## config.mk

```make
export PLATFORM = sky130hd
export DESIGN_NAME = ssp_slave_port
export DESIGN_NICKNAME = d
export VERILOG_FILES = /design/src/logic/ssp_pkg.sv /design/src/logic/ssp_link_if.sv /design/src/logic/ssp_link_sync.sv /design/src/logic/ssp_slave_port.sv
export VERILOG_INCLUDE_DIRS = /design/src /design/src/logic
export SDC_FILE = /design/constraint.sdc
export NUM_CORES = 1
export LEC_CHECK = 0
export BUFFER_PORTS_ARGS = -buffer_cell sky130_fd_sc_hd__clkbuf_2
export CAP_MARGIN = 15
export CORE_MARGIN = 3
export CORE_UTILIZATION = 53
export CTS_CLUSTER_DIAMETER = 80
export CTS_CLUSTER_SIZE = 30
export DETAILED_ROUTE_END_ITERATION = 6
export HOLD_SLACK_MARGIN = 0.1
export PLACE_DENSITY_LB_ADDON = 0.15
export SYNTH_ARGS = -nofsm -noshare
export SYNTH_HDL_FRONTEND = slang
export SYNTH_SLANG_ARGS = --single-unit
export TNS_END_PERCENT = 20
```

## constraint.sdc

```tcl
create_clock -name clk -period 5.1 [get_ports clk]
set_clock_uncertainty 0.1 [all_clocks]
set_input_delay 1.02 -clock clk [delete_from_list [all_inputs] [get_ports clk]]
set_output_delay 1.02 -clock clk [all_outputs]
set_load 0.05 [all_outputs]
```

## src/logic/ssp_params.svh

```systemverilog
// Constants of the serial slave memory port: encodings, addresses, reset values, pin map
`ifndef SSP_PARAMS_SVH
`define SSP_PARAMS_SVH

// Field widths
`define SSP_CMD_BITS 8
`define SSP_ADDR_BITS 16
`define SSP_BYTE_BITS 8

// Command encodings (top two bits, and the two quiet command values)
`define SSP_OPC_READ 2'b11
`define SSP_OPC_WRITE 2'b10
`define SSP_RD_QUIET 8'hc0
`define SSP_WR_QUIET 8'h80

// I/O register region that the processor may hold
`define SSP_IO_BASE 16'h2000
`define SSP_IO_LIMIT 16'h20ff

// Byte returned for a read the processor refused
`define SSP_IO_FAIL_BYTE 8'h00

// Reset values
`define SSP_CMD_RST 8'h00
`define SSP_ADDR_RST 16'h0000

// Shared pin map: a = select, b = serial clock, c = serial in, d = serial out
`define SSP_PIN_SEL 0
`define SSP_PIN_CLK 1
`define SSP_PIN_SDI 2
`define SSP_PIN_SDO 3
`define SSP_PIN_COUNT 4

// Host bit rate limits, kb/s, and system clock in kHz
`define SSP_RATE_MISSION_KBPS 1000
`define SSP_RATE_BROWNOUT_KBPS 16
`define SSP_CLK_KHZ 50000

`endif

```

## src/logic/ssp_pkg.sv

```systemverilog
// Types and decode helpers of the serial slave memory port
`default_nettype none
`include "ssp_params.svh"

package ssp_pkg;

  typedef enum logic [1:0] {SSP_PH_CMD, SSP_PH_ADDR, SSP_PH_DATA} ssp_phase_t;

  typedef enum logic [1:0] {SSP_OP_NONE, SSP_OP_RD, SSP_OP_WR} ssp_op_t;

  function automatic ssp_op_t ssp_op_of(input logic [1:0] top);
    ssp_op_t op;
    op = SSP_OP_NONE;
    if (top == `SSP_OPC_READ) begin
      op = SSP_OP_RD;
    end else if (top == `SSP_OPC_WRITE) begin
      op = SSP_OP_WR;
    end
    return op;
  endfunction : ssp_op_of

  function automatic logic ssp_is_io_addr(input logic [15:0] a);
    return (a >= `SSP_IO_BASE) && (a <= `SSP_IO_LIMIT);
  endfunction : ssp_is_io_addr

endpackage : ssp_pkg

`default_nettype wire

```

## src/logic/ssp_link_if.sv

```systemverilog
// Synchronised link events passed from the pin synchroniser to the port core
`default_nettype none

interface ssp_link_if;
  logic sel_n;
  logic sel_rise;
  logic sclk_rise;
  logic sclk_fall;
  logic sdi;

  modport sync (output sel_n, output sel_rise, output sclk_rise, output sclk_fall, output sdi);
  modport core (input sel_n, input sel_rise, input sclk_rise, input sclk_fall, input sdi);
endinterface : ssp_link_if

`default_nettype wire

```

## src/logic/ssp_link_sync.sv

```systemverilog
// Two-stage synchroniser for the select, clock and data pins, with edge finders for select and clock only
`default_nettype none
`include "ssp_params.svh"

module ssp_link_sync (
  // Clock and reset
  input wire logic clk,
  input wire logic nrst,
  input wire logic clk_en,
  // Port enable and raw pins
  input wire logic port_enable,
  input wire logic pin_select_n,
  input wire logic pin_clk,
  input wire logic pin_serial_in,
  // Events to the core
  ssp_link_if.sync lnk
);
  import ssp_pkg::*;

  logic [2:0] raw;
  logic [2:0] stage1;
  logic [2:0] stage2;
  logic [2:0] last;
  logic sel_gated;

  // Pins go straight into the first stage; no logic ahead of it
  assign raw = {pin_select_n, pin_clk, pin_serial_in};
  // A disabled port looks permanently deselected
  assign sel_gated = port_enable ? stage2[2] : 1'b1;

  always_ff @(posedge clk or negedge nrst) begin
    if (!nrst) begin
      stage1 <= 3'h4;
      stage2 <= 3'h4;
      last <= 3'h4;
    end else if (clk_en) begin
      stage1 <= raw;
      stage2 <= stage1;
      last <= {sel_gated, stage2[1:0]};
    end
  end

  assign lnk.sel_n = last[2];
  assign lnk.sel_rise = sel_gated & ~last[2];
  assign lnk.sclk_rise = stage2[1] & ~last[1];
  assign lnk.sclk_fall = ~stage2[1] & last[1];
  assign lnk.sdi = stage2[0];

endmodule : ssp_link_sync

`default_nettype wire

```

## src/logic/ssp_slave_port.sv

```systemverilog
// Serial slave port giving an external host byte access to the data memory space
`default_nettype none
`include "ssp_params.svh"

module ssp_slave_port #(
  parameter int ADDR_W = `SSP_ADDR_BITS
) (
  // Clock, reset, clock enable
  input wire logic clk,
  input wire logic nrst,
  input wire logic clk_en,
  // Configuration and arbitration
  input wire logic slave_port_enable,
  input wire logic io_bus_busy,
  // Shared LCD segment pins
  input wire logic [`SSP_PIN_COUNT-1:0] lcd_seg_drive,
  input wire logic [`SSP_PIN_COUNT-1:0] seg_pin_in,
  output logic [`SSP_PIN_COUNT-1:0] seg_pin_out,
  output logic [`SSP_PIN_COUNT-1:0] seg_pin_oe_n,
  // Data memory bus
  output logic mem_req,
  output logic mem_we,
  output logic [ADDR_W-1:0] mem_addr,
  output logic [`SSP_BYTE_BITS-1:0] mem_wdata,
  input wire logic mem_ack,
  input wire logic [`SSP_BYTE_BITS-1:0] mem_rdata,
  // Processor status
  output logic [`SSP_CMD_BITS-1:0] last_command_reg,
  output logic [ADDR_W-1:0] last_address_reg,
  output logic host_command_irq,
  output logic port_irq
);
  import ssp_pkg::*;

  // Counter is four bits and the I/O decode is sixteen
  if (ADDR_W < `SSP_BYTE_BITS + 1 || ADDR_W > `SSP_ADDR_BITS) begin : g_bad_width
    $error("ssp_slave_port: ADDR_W must lie between 9 and 16");
  end

  // Serial out must be the top pin for the pin mux below
  if (`SSP_PIN_SDO != `SSP_PIN_COUNT - 1) begin : g_bad_pins
    $error("ssp_slave_port: serial out must be the last shared pin");
  end

  localparam logic [3:0] CMD_LAST = 4'(`SSP_CMD_BITS - 1);
  localparam logic [3:0] ADDR_LAST = 4'(ADDR_W - 1);
  localparam logic [3:0] BYTE_LAST = 4'(`SSP_BYTE_BITS - 1);

  ssp_link_if lnk ();

  // Pins pass the synchroniser before any decode sees them
  ssp_link_sync u_sync (
    .clk(clk),
    .nrst(nrst),
    .clk_en(clk_en),
    .port_enable(slave_port_enable),
    .pin_select_n(seg_pin_in[`SSP_PIN_SEL]),
    .pin_clk(seg_pin_in[`SSP_PIN_CLK]),
    .pin_serial_in(seg_pin_in[`SSP_PIN_SDI]),
    .lnk(lnk.sync)
  );

  ssp_phase_t phase;
  ssp_op_t op;
  logic [3:0] bit_cnt;
  logic [ADDR_W-1:0] rx;
  logic [ADDR_W-1:0] cur_addr;
  logic addr_valid;
  logic [`SSP_BYTE_BITS-1:0] tx;
  logic [`SSP_BYTE_BITS-1:0] rd_buf;

  // Link event decode
  wire active;
  wire rise;
  wire fall;
  wire cmd_done;
  wire addr_done;
  wire byte_done;
  wire [ADDR_W-1:0] rx_next;
  wire [ADDR_W-1:0] addr_inc;
  wire [3:0] next_cnt;
  ssp_phase_t next_phase;
  ssp_op_t cmd_op;

  assign active = ~lnk.sel_n;
  assign rise = active & lnk.sclk_rise;
  assign fall = active & lnk.sclk_fall;
  assign rx_next = {rx[ADDR_W-2:0], lnk.sdi};
  assign cmd_done = rise && phase == SSP_PH_CMD && bit_cnt == CMD_LAST;
  assign addr_done = rise && phase == SSP_PH_ADDR && bit_cnt == ADDR_LAST;
  assign byte_done = rise && phase == SSP_PH_DATA && bit_cnt == BYTE_LAST;
  assign addr_inc = ADDR_W'(cur_addr + 1'b1);
  assign next_cnt = (cmd_done || addr_done || byte_done) ? 4'h0 : 4'(bit_cnt + 1'b1);
  assign next_phase = cmd_done ? SSP_PH_ADDR : (addr_done ? SSP_PH_DATA : phase);
  assign cmd_op = ssp_op_of(rx_next[`SSP_CMD_BITS-1:`SSP_CMD_BITS-2]);

  // Memory access decode
  wire fetch;
  wire store;
  wire issue;
  wire io_blocked;
  wire [ADDR_W-1:0] bus_addr;

  assign fetch = (op == SSP_OP_RD) && (addr_done || byte_done);
  assign store = (op == SSP_OP_WR) && byte_done;
  assign issue = fetch | store;
  assign bus_addr = store ? cur_addr : (addr_done ? rx_next : addr_inc);
  assign io_blocked = ssp_is_io_addr(16'(bus_addr)) & io_bus_busy;

  // Serial out: a read byte is loaded on the falling edge just before the first rising edge of each byte slot
  wire load_tx;
  wire [`SSP_BYTE_BITS-1:0] next_tx;

  assign load_tx = fall && phase == SSP_PH_DATA && bit_cnt == 4'h0 && op == SSP_OP_RD;
  assign next_tx = load_tx ? rd_buf : (fall ? {tx[`SSP_BYTE_BITS-2:0], 1'b0} : tx);

  // Bit and phase tracking; deselect returns to the command phase
  always_ff @(posedge clk or negedge nrst) begin
    if (!nrst) begin
      phase <= SSP_PH_CMD;
      bit_cnt <= 4'h0;
      rx <= '0;
    end else if (clk_en) begin
      if (lnk.sel_n) begin
        phase <= SSP_PH_CMD;
        bit_cnt <= 4'h0;
        rx <= '0;
      end else if (rise) begin
        rx <= rx_next;
        bit_cnt <= next_cnt;
        phase <= next_phase;
      end
    end
  end

  // Operation of the current frame; a partial frame leaves none
  always_ff @(posedge clk or negedge nrst) begin
    if (!nrst) begin
      op <= SSP_OP_NONE;
      addr_valid <= 1'b0;
    end else if (clk_en) begin
      if (lnk.sel_n) begin
        op <= SSP_OP_NONE;
        addr_valid <= 1'b0;
      end else begin
        if (cmd_done) begin
          op <= cmd_op;
        end
        if (addr_done) begin
          addr_valid <= 1'b1;
        end
      end
    end
  end

  // Serial out shifter, cleared while deselected
  always_ff @(posedge clk or negedge nrst) begin
    if (!nrst) begin
      tx <= '0;
    end else if (clk_en) begin
      if (lnk.sel_n) begin
        tx <= '0;
      end else begin
        tx <= next_tx;
      end
    end
  end

  // Running address survives deselect long enough to be reported
  always_ff @(posedge clk or negedge nrst) begin
    if (!nrst) begin
      cur_addr <= '0;
    end else if (clk_en) begin
      if (addr_done) begin
        cur_addr <= rx_next;
      end else if (byte_done && op != SSP_OP_NONE) begin
        cur_addr <= addr_inc;
      end
    end
  end

  // Memory bus: shared without arbitration, I/O accesses dropped when refused
  always_ff @(posedge clk or negedge nrst) begin
    if (!nrst) begin
      mem_req <= 1'b0;
      mem_we <= 1'b0;
      mem_addr <= '0;
      mem_wdata <= '0;
    end else if (clk_en) begin
      if (issue && !io_blocked) begin
        mem_req <= 1'b1;
        mem_we <= store;
        mem_addr <= bus_addr;
        mem_wdata <= rx_next[`SSP_BYTE_BITS-1:0];
      end else if (mem_ack) begin
        mem_req <= 1'b0;
      end
    end
  end

  always_ff @(posedge clk or negedge nrst) begin
    if (!nrst) begin
      rd_buf <= '0;
    end else if (clk_en) begin
      if (fetch && io_blocked) begin
        rd_buf <= `SSP_IO_FAIL_BYTE;
      end else if (mem_ack && mem_req && !mem_we) begin
        rd_buf <= mem_rdata;
      end
    end
  end

  // Processor status and interrupt pulses
  wire quiet_cmd;
  wire next_port_irq;

  assign quiet_cmd = (op == SSP_OP_RD && last_command_reg == `SSP_RD_QUIET) ||
                     (op == SSP_OP_WR && last_command_reg == `SSP_WR_QUIET);
  assign next_port_irq = lnk.sel_rise && op != SSP_OP_NONE && !quiet_cmd;

  always_ff @(posedge clk or negedge nrst) begin
    if (!nrst) begin
      last_command_reg <= `SSP_CMD_RST;
      last_address_reg <= ADDR_W'(`SSP_ADDR_RST);
      host_command_irq <= 1'b0;
      port_irq <= 1'b0;
    end else if (clk_en) begin
      host_command_irq <= cmd_done;
      port_irq <= next_port_irq;
      if (cmd_done) begin
        last_command_reg <= rx_next[`SSP_CMD_BITS-1:0];
      end
      if (lnk.sel_rise && addr_valid) begin
        last_address_reg <= cur_addr;
      end
    end
  end

  // Pin mux: LCD drive by default, serial output floats while deselected
  wire [`SSP_PIN_COUNT-1:0] port_pin_out;
  wire [`SSP_PIN_COUNT-1:0] port_pin_oe_n;
  wire [`SSP_PIN_COUNT-1:0] next_pin_out;
  wire [`SSP_PIN_COUNT-1:0] next_pin_oe_n;

  // Only serial out is driven in port mode; the other pins are inputs
  assign port_pin_out = {next_tx[`SSP_BYTE_BITS-1], 3'h0};
  assign port_pin_oe_n = {lnk.sel_n, 3'h7};
  assign next_pin_out = slave_port_enable ? port_pin_out : lcd_seg_drive;
  assign next_pin_oe_n = slave_port_enable ? port_pin_oe_n : 4'h0;

  // One flop pair per pin, so every pin leaves straight from a register
  for (genvar p = 0; p < `SSP_PIN_COUNT; p++) begin : g_pin
    always_ff @(posedge clk or negedge nrst) begin
      if (!nrst) begin
        seg_pin_out[p] <= 1'b0;
        seg_pin_oe_n[p] <= 1'b0;
      end else if (clk_en) begin
        seg_pin_out[p] <= next_pin_out[p];
        seg_pin_oe_n[p] <= next_pin_oe_n[p];
      end
    end
  end

endmodule : ssp_slave_port

`default_nettype wire

```

==> summary.txt, run 1 <==
Route
  • WL/cell: 17.1 um
  • Vias/cell: 5.89
  • Routed via count: 4,609
  • Starting DRT DRC Count: 478
  • WL final: 13,400 um
  • Drt pass-1 iters: 5
  • Antenna-violating nets left: 0
  • DR DRC count: 0

Layout
  • Final core utilization: 0.640
  • Proportion of layout cells with a drive suffix above 1: 0.281
  • Layout Cells excl Fill: 783
  • Final Cell Area: 6970 um2
  • Area growth syn-to-layout: 17.3%
  • Antenna diodes: 0
  • Fill cells: 877
  • Nets@finish: 655

Clock network
  • CTS Buffer Depth: 2
  • Root Driver: clkbuf_8
  • Clock Latency Late Sink: 0.53 ns
  • Resized Gates After CTS: 0
  • H-tree level count: 4
  • Setup Buffers After CTS: 0
  • CTS clk-pin slew, worst paths: 0.06 ns
  • CTS tree: yes
  • CTS Buf Count: 17
  • CTS sink count: 122
  • Hold_buf cts: 0

Placement
  • Post-DP HPWL: 9210 um
  • Final RePlAce weighted congestion: 0.944
  • Cell Area, Placed: 6420 um2
  • Number of cells after detailed placement: 750
  • # port buffers: 80

Global route
  • Met2 Use GR: 0.357
  • M1 GR Usage: 0.302
  • Remaining Overflow, GRT: 0
  • Vias in the first global route: 4,628
  • Total Routing Usage GR: 0.228
  • Largest net degree at the start of global routing: 73
  • Met3 Track Usage GR: 0.0750
  • First-pass GRT wire length: 22,800 um
  • Grt peak-use layer: met2
  • Initial antenna violation count: 0

Worst setup path
  • Peak fanout along the critical path: 23
  • Max stage delay cell, worst path: o41ai_4
  • CP Buf/Inv Count: 3
  • Critical path's top delay family: buffers and inverters
  • Critical Path Source Type: register
  • Crit. End Element: register
  • Crit-path cells: ha_1 -> nor4bb_1 -> buf_4 -> nand2_1 -> buf_4 -> nor2_1 -> a31o_2 -> a21oi_2 -> o41ai_4 -> buf_4 -> mux2_2
  • Peak per-stage delay on the critical path: 0.56 ns
  • Top cell by count, worst path: buf_4
  • CP arrival: 4.38 ns
  • Crit path required time: 5.41 ns
  • WS Path Type: reg2reg

Timing
  • RSZ-0062 raised after global routing: false
  • Hold slack: 0.382 ns
  • Fin Setup TNS: 0 ns
  • Relative slew margins: 0.320
  • Tmin final: 4.07 ns
  • # setup viols final: 0
  • Final hold violations: 0
  • Final period utilization: 0.798
  • Final Max Slew Viols: 0
  • F_max: 246 MHz
  • Worst-margin pin slew: 1.02 ns

Synth
  • Number of flops mapped to enable cells by yosys: 0
  • Synth cell types: 68
  • Area contributors post-synth: dfrtp_1 50%, mux2_2 6.6%, a21oi_1 4.2%
  • Post-synthesis instance area: 5940 um2
  • Ys flop type: dfrtp_1
  • Synth Warn #: 0
  • Yosys top cell by area: dfrtp_1
  • Mapped Nets: 580
  • Asr flop ratio synth: 1.00
  • Post-Syn Area per Cell: 10.7 um2
  • Seq/Total Area, Yosys: 0.515
  • Synthesized flop and latch total: 122
  • Post-synth top area share: 0.502
  • Cell count after synthesis: 555

Run status
  • Status: finished clean

Floorplan
  • Starting Density: 0.545
  • Total core area: 10,900 um2
  • Die W: 112 um
  • I/O Pins: 82
  • Vert. Die Dim: 112 um
  • Die area: 12,500 um2
  • Placement Rows: 38

Min path
  • HP Class: reg2reg

Flow run
  • MaxCap Viol Count: 0

Power and ir drop
  • PwrDens: 316 nW/um2
  • Peak supply drop: 0.224 mV
  • Leakage: 0.00350 uW
[tightest hold or removal path, stage by stage, from the launching register on]
cell and delay [ns]:
dfrtp_1 0.34, nand2_1 0.04, o21ai_0 0.06
[power breakdown]
part           leakage [uW]  internal [uW]  switching [uW]
combinational       0.00156           38.6            80.2
sequential          0.00167            988            20.8
clock              0.000268            663             410
[layout make-up]
cell class | instances | area, um2 | area share
inverter | 18 | 67.6 | 0.00970
multi-input combinational | 383 | 2670 | 0.383
clock inverter | 10 | 77.6 | 0.0111
timing repair buffer | 88 | 470 | 0.0675
sequential | 122 | 3060 | 0.439
tap | 140 | 175 | 0.0251
clock buffer | 22 | 453 | 0.0650
[synthesized netlist by cell type, types with 4 or more instances]
cell,n
nand4b_1,4
a22o_1,15
mux2i_1,18
nand4_1,8
o22ai_1,8
nand3_1,17
mux2_2,35
mux2_1,4
o21ai_0,41
a21oi_1,50
nand2b_1,8
clkbuf_1,25
and4_1,4
mux2_4,10
a21oi_2,4
o31ai_1,4
nand2_1,49
o2bb2ai_1,4
and3_1,5
inv_1,18
nor2b_1,6
nor2_1,31
dfrtp_1,119
nor3_1,4
[kinds of logic (layout without fill, tap and decap cells)]
logic type	count (synthesis)	in the layout	share of synthesized area
compound gates	153	153	0.166
fa+ha+maj	3	3	0.00632
buf+inv	50	138	0.0371
flops	122	122	0.515
mux	67	67	0.130
simple gates	160	160	0.146
[layout by cell type (no fill, tap or decap), types with 5 or more instances in the layout]
master,count
a21oi_1,50
inv_1,18
o22ai_1,7
nor2b_1,6
buf_4,8
clkinv_2,8
nand2b_1,8
clkbuf_2,79
nand2_1,49
mux2_2,35
nor2_1,31
o21ai_0,40
mux2_4,10
clkbuf_16,16
nand4_1,8
mux2i_1,18
and3_1,5
nand3_1,17
a22o_1,15
dfrtp_1,119
[final timing paths]
check                            from                   end  slack [ns]  cells after the start
max in group asynchronous        nrst  last_address_reg[11]        3.69                      2
setup / recovery           bit_cnt[0]          mem_wdata[1]        1.03                     11
min in group asynchronous        nrst   last_command_reg[5]        0.50                      2
hold reg to reg                 tx[6]                 tx[6]        0.38                      2
hold / removal                  tx[6]                 tx[6]        0.38                      2
setup reg to reg           bit_cnt[0]          mem_wdata[1]        1.03                     11
[per-layer routing]
metal	wire (um)	share of wire
met2	6280	0.47
met3	880	0.066
met1	5980	0.45
met4	238	0.018
met5	0	0
[metrics by stage]
stage,setup slack (ns),total power [uW]
floorplan,2.16,1090
global placement,1.19,1140
detailed placement,1.09,1150
CTS,1.08,2230
global route,0.790,2290
finish,1.03,2200
(Power assumes the default switching activity.)
==> run 2, diff against run 1 <==
==> constraint.sdc (replaced) <==
create_clock -name clk -period 3.98 [get_ports clk]
set_clock_uncertainty 0.1 [all_clocks]
set_input_delay 0.796 -clock clk [delete_from_list [all_inputs] [get_ports clk]]
set_output_delay 0.796 -clock clk [all_outputs]
set_load 0.05 [all_outputs]
==> run 2 against run 1 <==
  * Via count is 0.87% higher
  * Final cell count is 0.26% higher
  * Sequential power is 28% higher
  * Non-clock buffer count is 2 higher
  * Critical path type unchanged
==> summary.txt, run 2 (same netlist as run 1, synthesis figures left out) <==
Route
  • Starting DRT DRC Count: 234 (-51%)
  • Routed via count: 4,649 (+0.87%)
  • Vias/cell: 5.92 (+0.61%)
  • Drt pass-1 iters: 4 (-1)
  • WL/cell: 17.6 um (+3.3%)
  • DR DRC count: 0 (unchanged)
  • WL final: 13,800 um (+3.5%)
  • Antenna-violating nets left: 0 (unchanged)

Floorplan
  • Die W: 112 um (unchanged)
  • Vert. Die Dim: 112 um (unchanged)
  • Die area: 12,500 um2 (unchanged)
  • Starting Density: 0.545 (unchanged)
  • Total core area: 10,900 um2 (unchanged)
  • Placement Rows: 38 (unchanged)
  • I/O Pins: 82 (unchanged)

Global route
  • Vias in the first global route: 4,634 (+0.13%)
  • M1 GR Usage: 0.322 (+0.0200)
  • Initial antenna violation count: 0 (unchanged)
  • Total Routing Usage GR: 0.234 (+0.00562)
  • Met3 Track Usage GR: 0.0467 (-0.0283)
  • Grt peak-use layer: met2
  • Largest net degree at the start of global routing: 51 (-30%)
  • Remaining Overflow, GRT: 0 (unchanged)
  • First-pass GRT wire length: 23,500 um (+3.2%)
  • Met2 Use GR: 0.368 (+0.0116)

Worst setup path
  • Crit path required time: 4.29 ns (-1.12 ns)
  • Critical Path Source Type: register
  • CP arrival: 3.79 ns (-0.59 ns)
  • Crit. End Element: register
  • WS Path Type: reg2reg
  • Peak fanout along the critical path: 26 (+13%)

Clock network
  • CTS Buffer Depth: 2 (unchanged)
  • H-tree level count: 4 (unchanged)
  • CTS tree: yes
  • CTS clk-pin slew, worst paths: 0.06 ns (about the same)
  • Resized Gates After CTS: 0 (unchanged)
  • CTS sink count: 122 (unchanged)
  • Root Driver: clkbuf_8
  • Clock Latency Late Sink: 0.52 ns (about the same)
  • Hold_buf cts: 0 (unchanged)
  • Setup Buffers After CTS: 0 (unchanged)
  • CTS Buf Count: 17 (unchanged)

Timing
  • Tmin final: 3.48 ns (-0.591 ns)
  • RSZ-0062 raised after global routing: false
  • Worst-margin pin slew: 0.979 ns (-0.0373 ns)
  • # setup viols final: 0 (unchanged)
  • F_max: 287 MHz (+17%)
  • Final hold violations: 0 (unchanged)
  • Min setup slack post-route: 0.499 ns (-0.529 ns)
  • Hold slack: 0.199 ns (-0.183 ns)
  • Final Max Slew Viols: 0 (unchanged)
  • Final period utilization: 0.875 (+0.0761)
  • Fin Setup TNS: 0 ns (unchanged)
  • Relative slew margins: 0.345 (+0.0250)

Power and ir drop
  • Net switching power: 700 uW (+37%)
  • Switching Share: 0.220 (-0.0121)
  • Clock share of power: 0.546 (+0.058)
  • Peak supply drop: 0.232 mV (+3.7%)
  • Internal power: 2480 uW (+47%)
  • Seq pwr share: 0.406 (-0.052)
  • PwrDens: 446 nW/um2 (+41%)
  • Total chip power: 3180 uW (+44%)
  • Logic pwr share: 0.047 (-0.007)
  • Leakage: 0.00357 uW (+2.0%)

Placement
  • Setup WS pre-CTS: 0.501 ns (-0.591 ns)
  • # port buffers: 80 (unchanged)
  • Number of cells after detailed placement: 753 (+0.40%)
  • Post-DP HPWL: 9630 um (+4.5%)
  • Final RePlAce weighted congestion: 0.890 (-5.7%)

Layout
  • Nets@finish: 657 (+0.31%)
  • Area growth syn-to-layout: 20.0%
  • Commonest non-fill, non-tap cell in the layout: dfrtp_1
  • Layout Cells excl Fill: 785 (+0.26%)
  • Proportion of layout cells with a drive suffix above 1: 0.288 (+0.00688)
  • Antenna diodes: 0 (unchanged)
  • Most frequent cells in the layout: 119 x dfrtp_1, 79 x clkbuf_2, 50 x a21oi_1

Min path
  • HP Class: in2async

Run status
  • Status: finished clean

Flow run
  • MaxCap Viol Count: 0 (unchanged)
## run 2: per-stage QoR
stage	util	area [um2]
floorplan	-	5940
global placement	0.593	6450
detailed placement	0.593	6450
CTS	0.654	7120
global route	0.654	7120
finish	0.654	7120
## run 2: power groups by stage
stage	clock network [uW]	registers, uW	logic [uW]
global route	1820	1300	167
global placement	0	1310	150
floorplan	0	1320	79.3
finish	1740	1290	151
CTS	1760	1290	154
detailed placement	0	1310	154
## run 2: area by class of cell
| type | instances | area [um2] |
|---|---|---|
| Tap cell | 140 | 175 |
| Inverter | 18 | 67.6 |
| Timing Repair Buffer | 90 | 490 |
| Fill cell | 871 | 3760 |
| Multi-Input combinational cell | 383 | 2670 |
| Sequential cell | 122 | 3060 |
| Clock inverter | 14 | 241 |
| Clock buffer | 18 | 428 |
## run 2: final timing paths
| kind | slack [ns] | endpoint | start | cells past startpoint |
|---|---|---|---|---|
| max in group asynchronous | 2.77 | u_sync.stage1[2] | nrst | 2 |
| hold / removal | 0.20 | last_command_reg[4] | nrst | 1 |
| min in group clk | 0.38 | mem_addr[10] | mem_addr[10] | 1 |
| setup reg to reg | 0.50 | mem_wdata[0] | bit_cnt[0] | 10 |
| hold reg to reg | 0.38 | mem_addr[10] | mem_addr[10] | 1 |
| setup / recovery | 0.50 | mem_wdata[0] | bit_cnt[0] | 10 |
## run 2: layer usage
layer  vias up  wire length (um)
met1      2311              6370
li1       2189                 -
met4         0               266
met5         -                 0
met3        16               688
met2       133              6520
## run 2: critical path: stages (launching register included)
cell      delay (ns)
dfrtp_1         0.40
ha_1            0.28
nor4bb_1        0.40
nand2_1         0.40
buf_4           0.36
nor2_1          0.12
a31o_2          0.13
a21oi_2         0.14
o41ai_4         0.40
buf_12          0.25
mux2_2          0.36
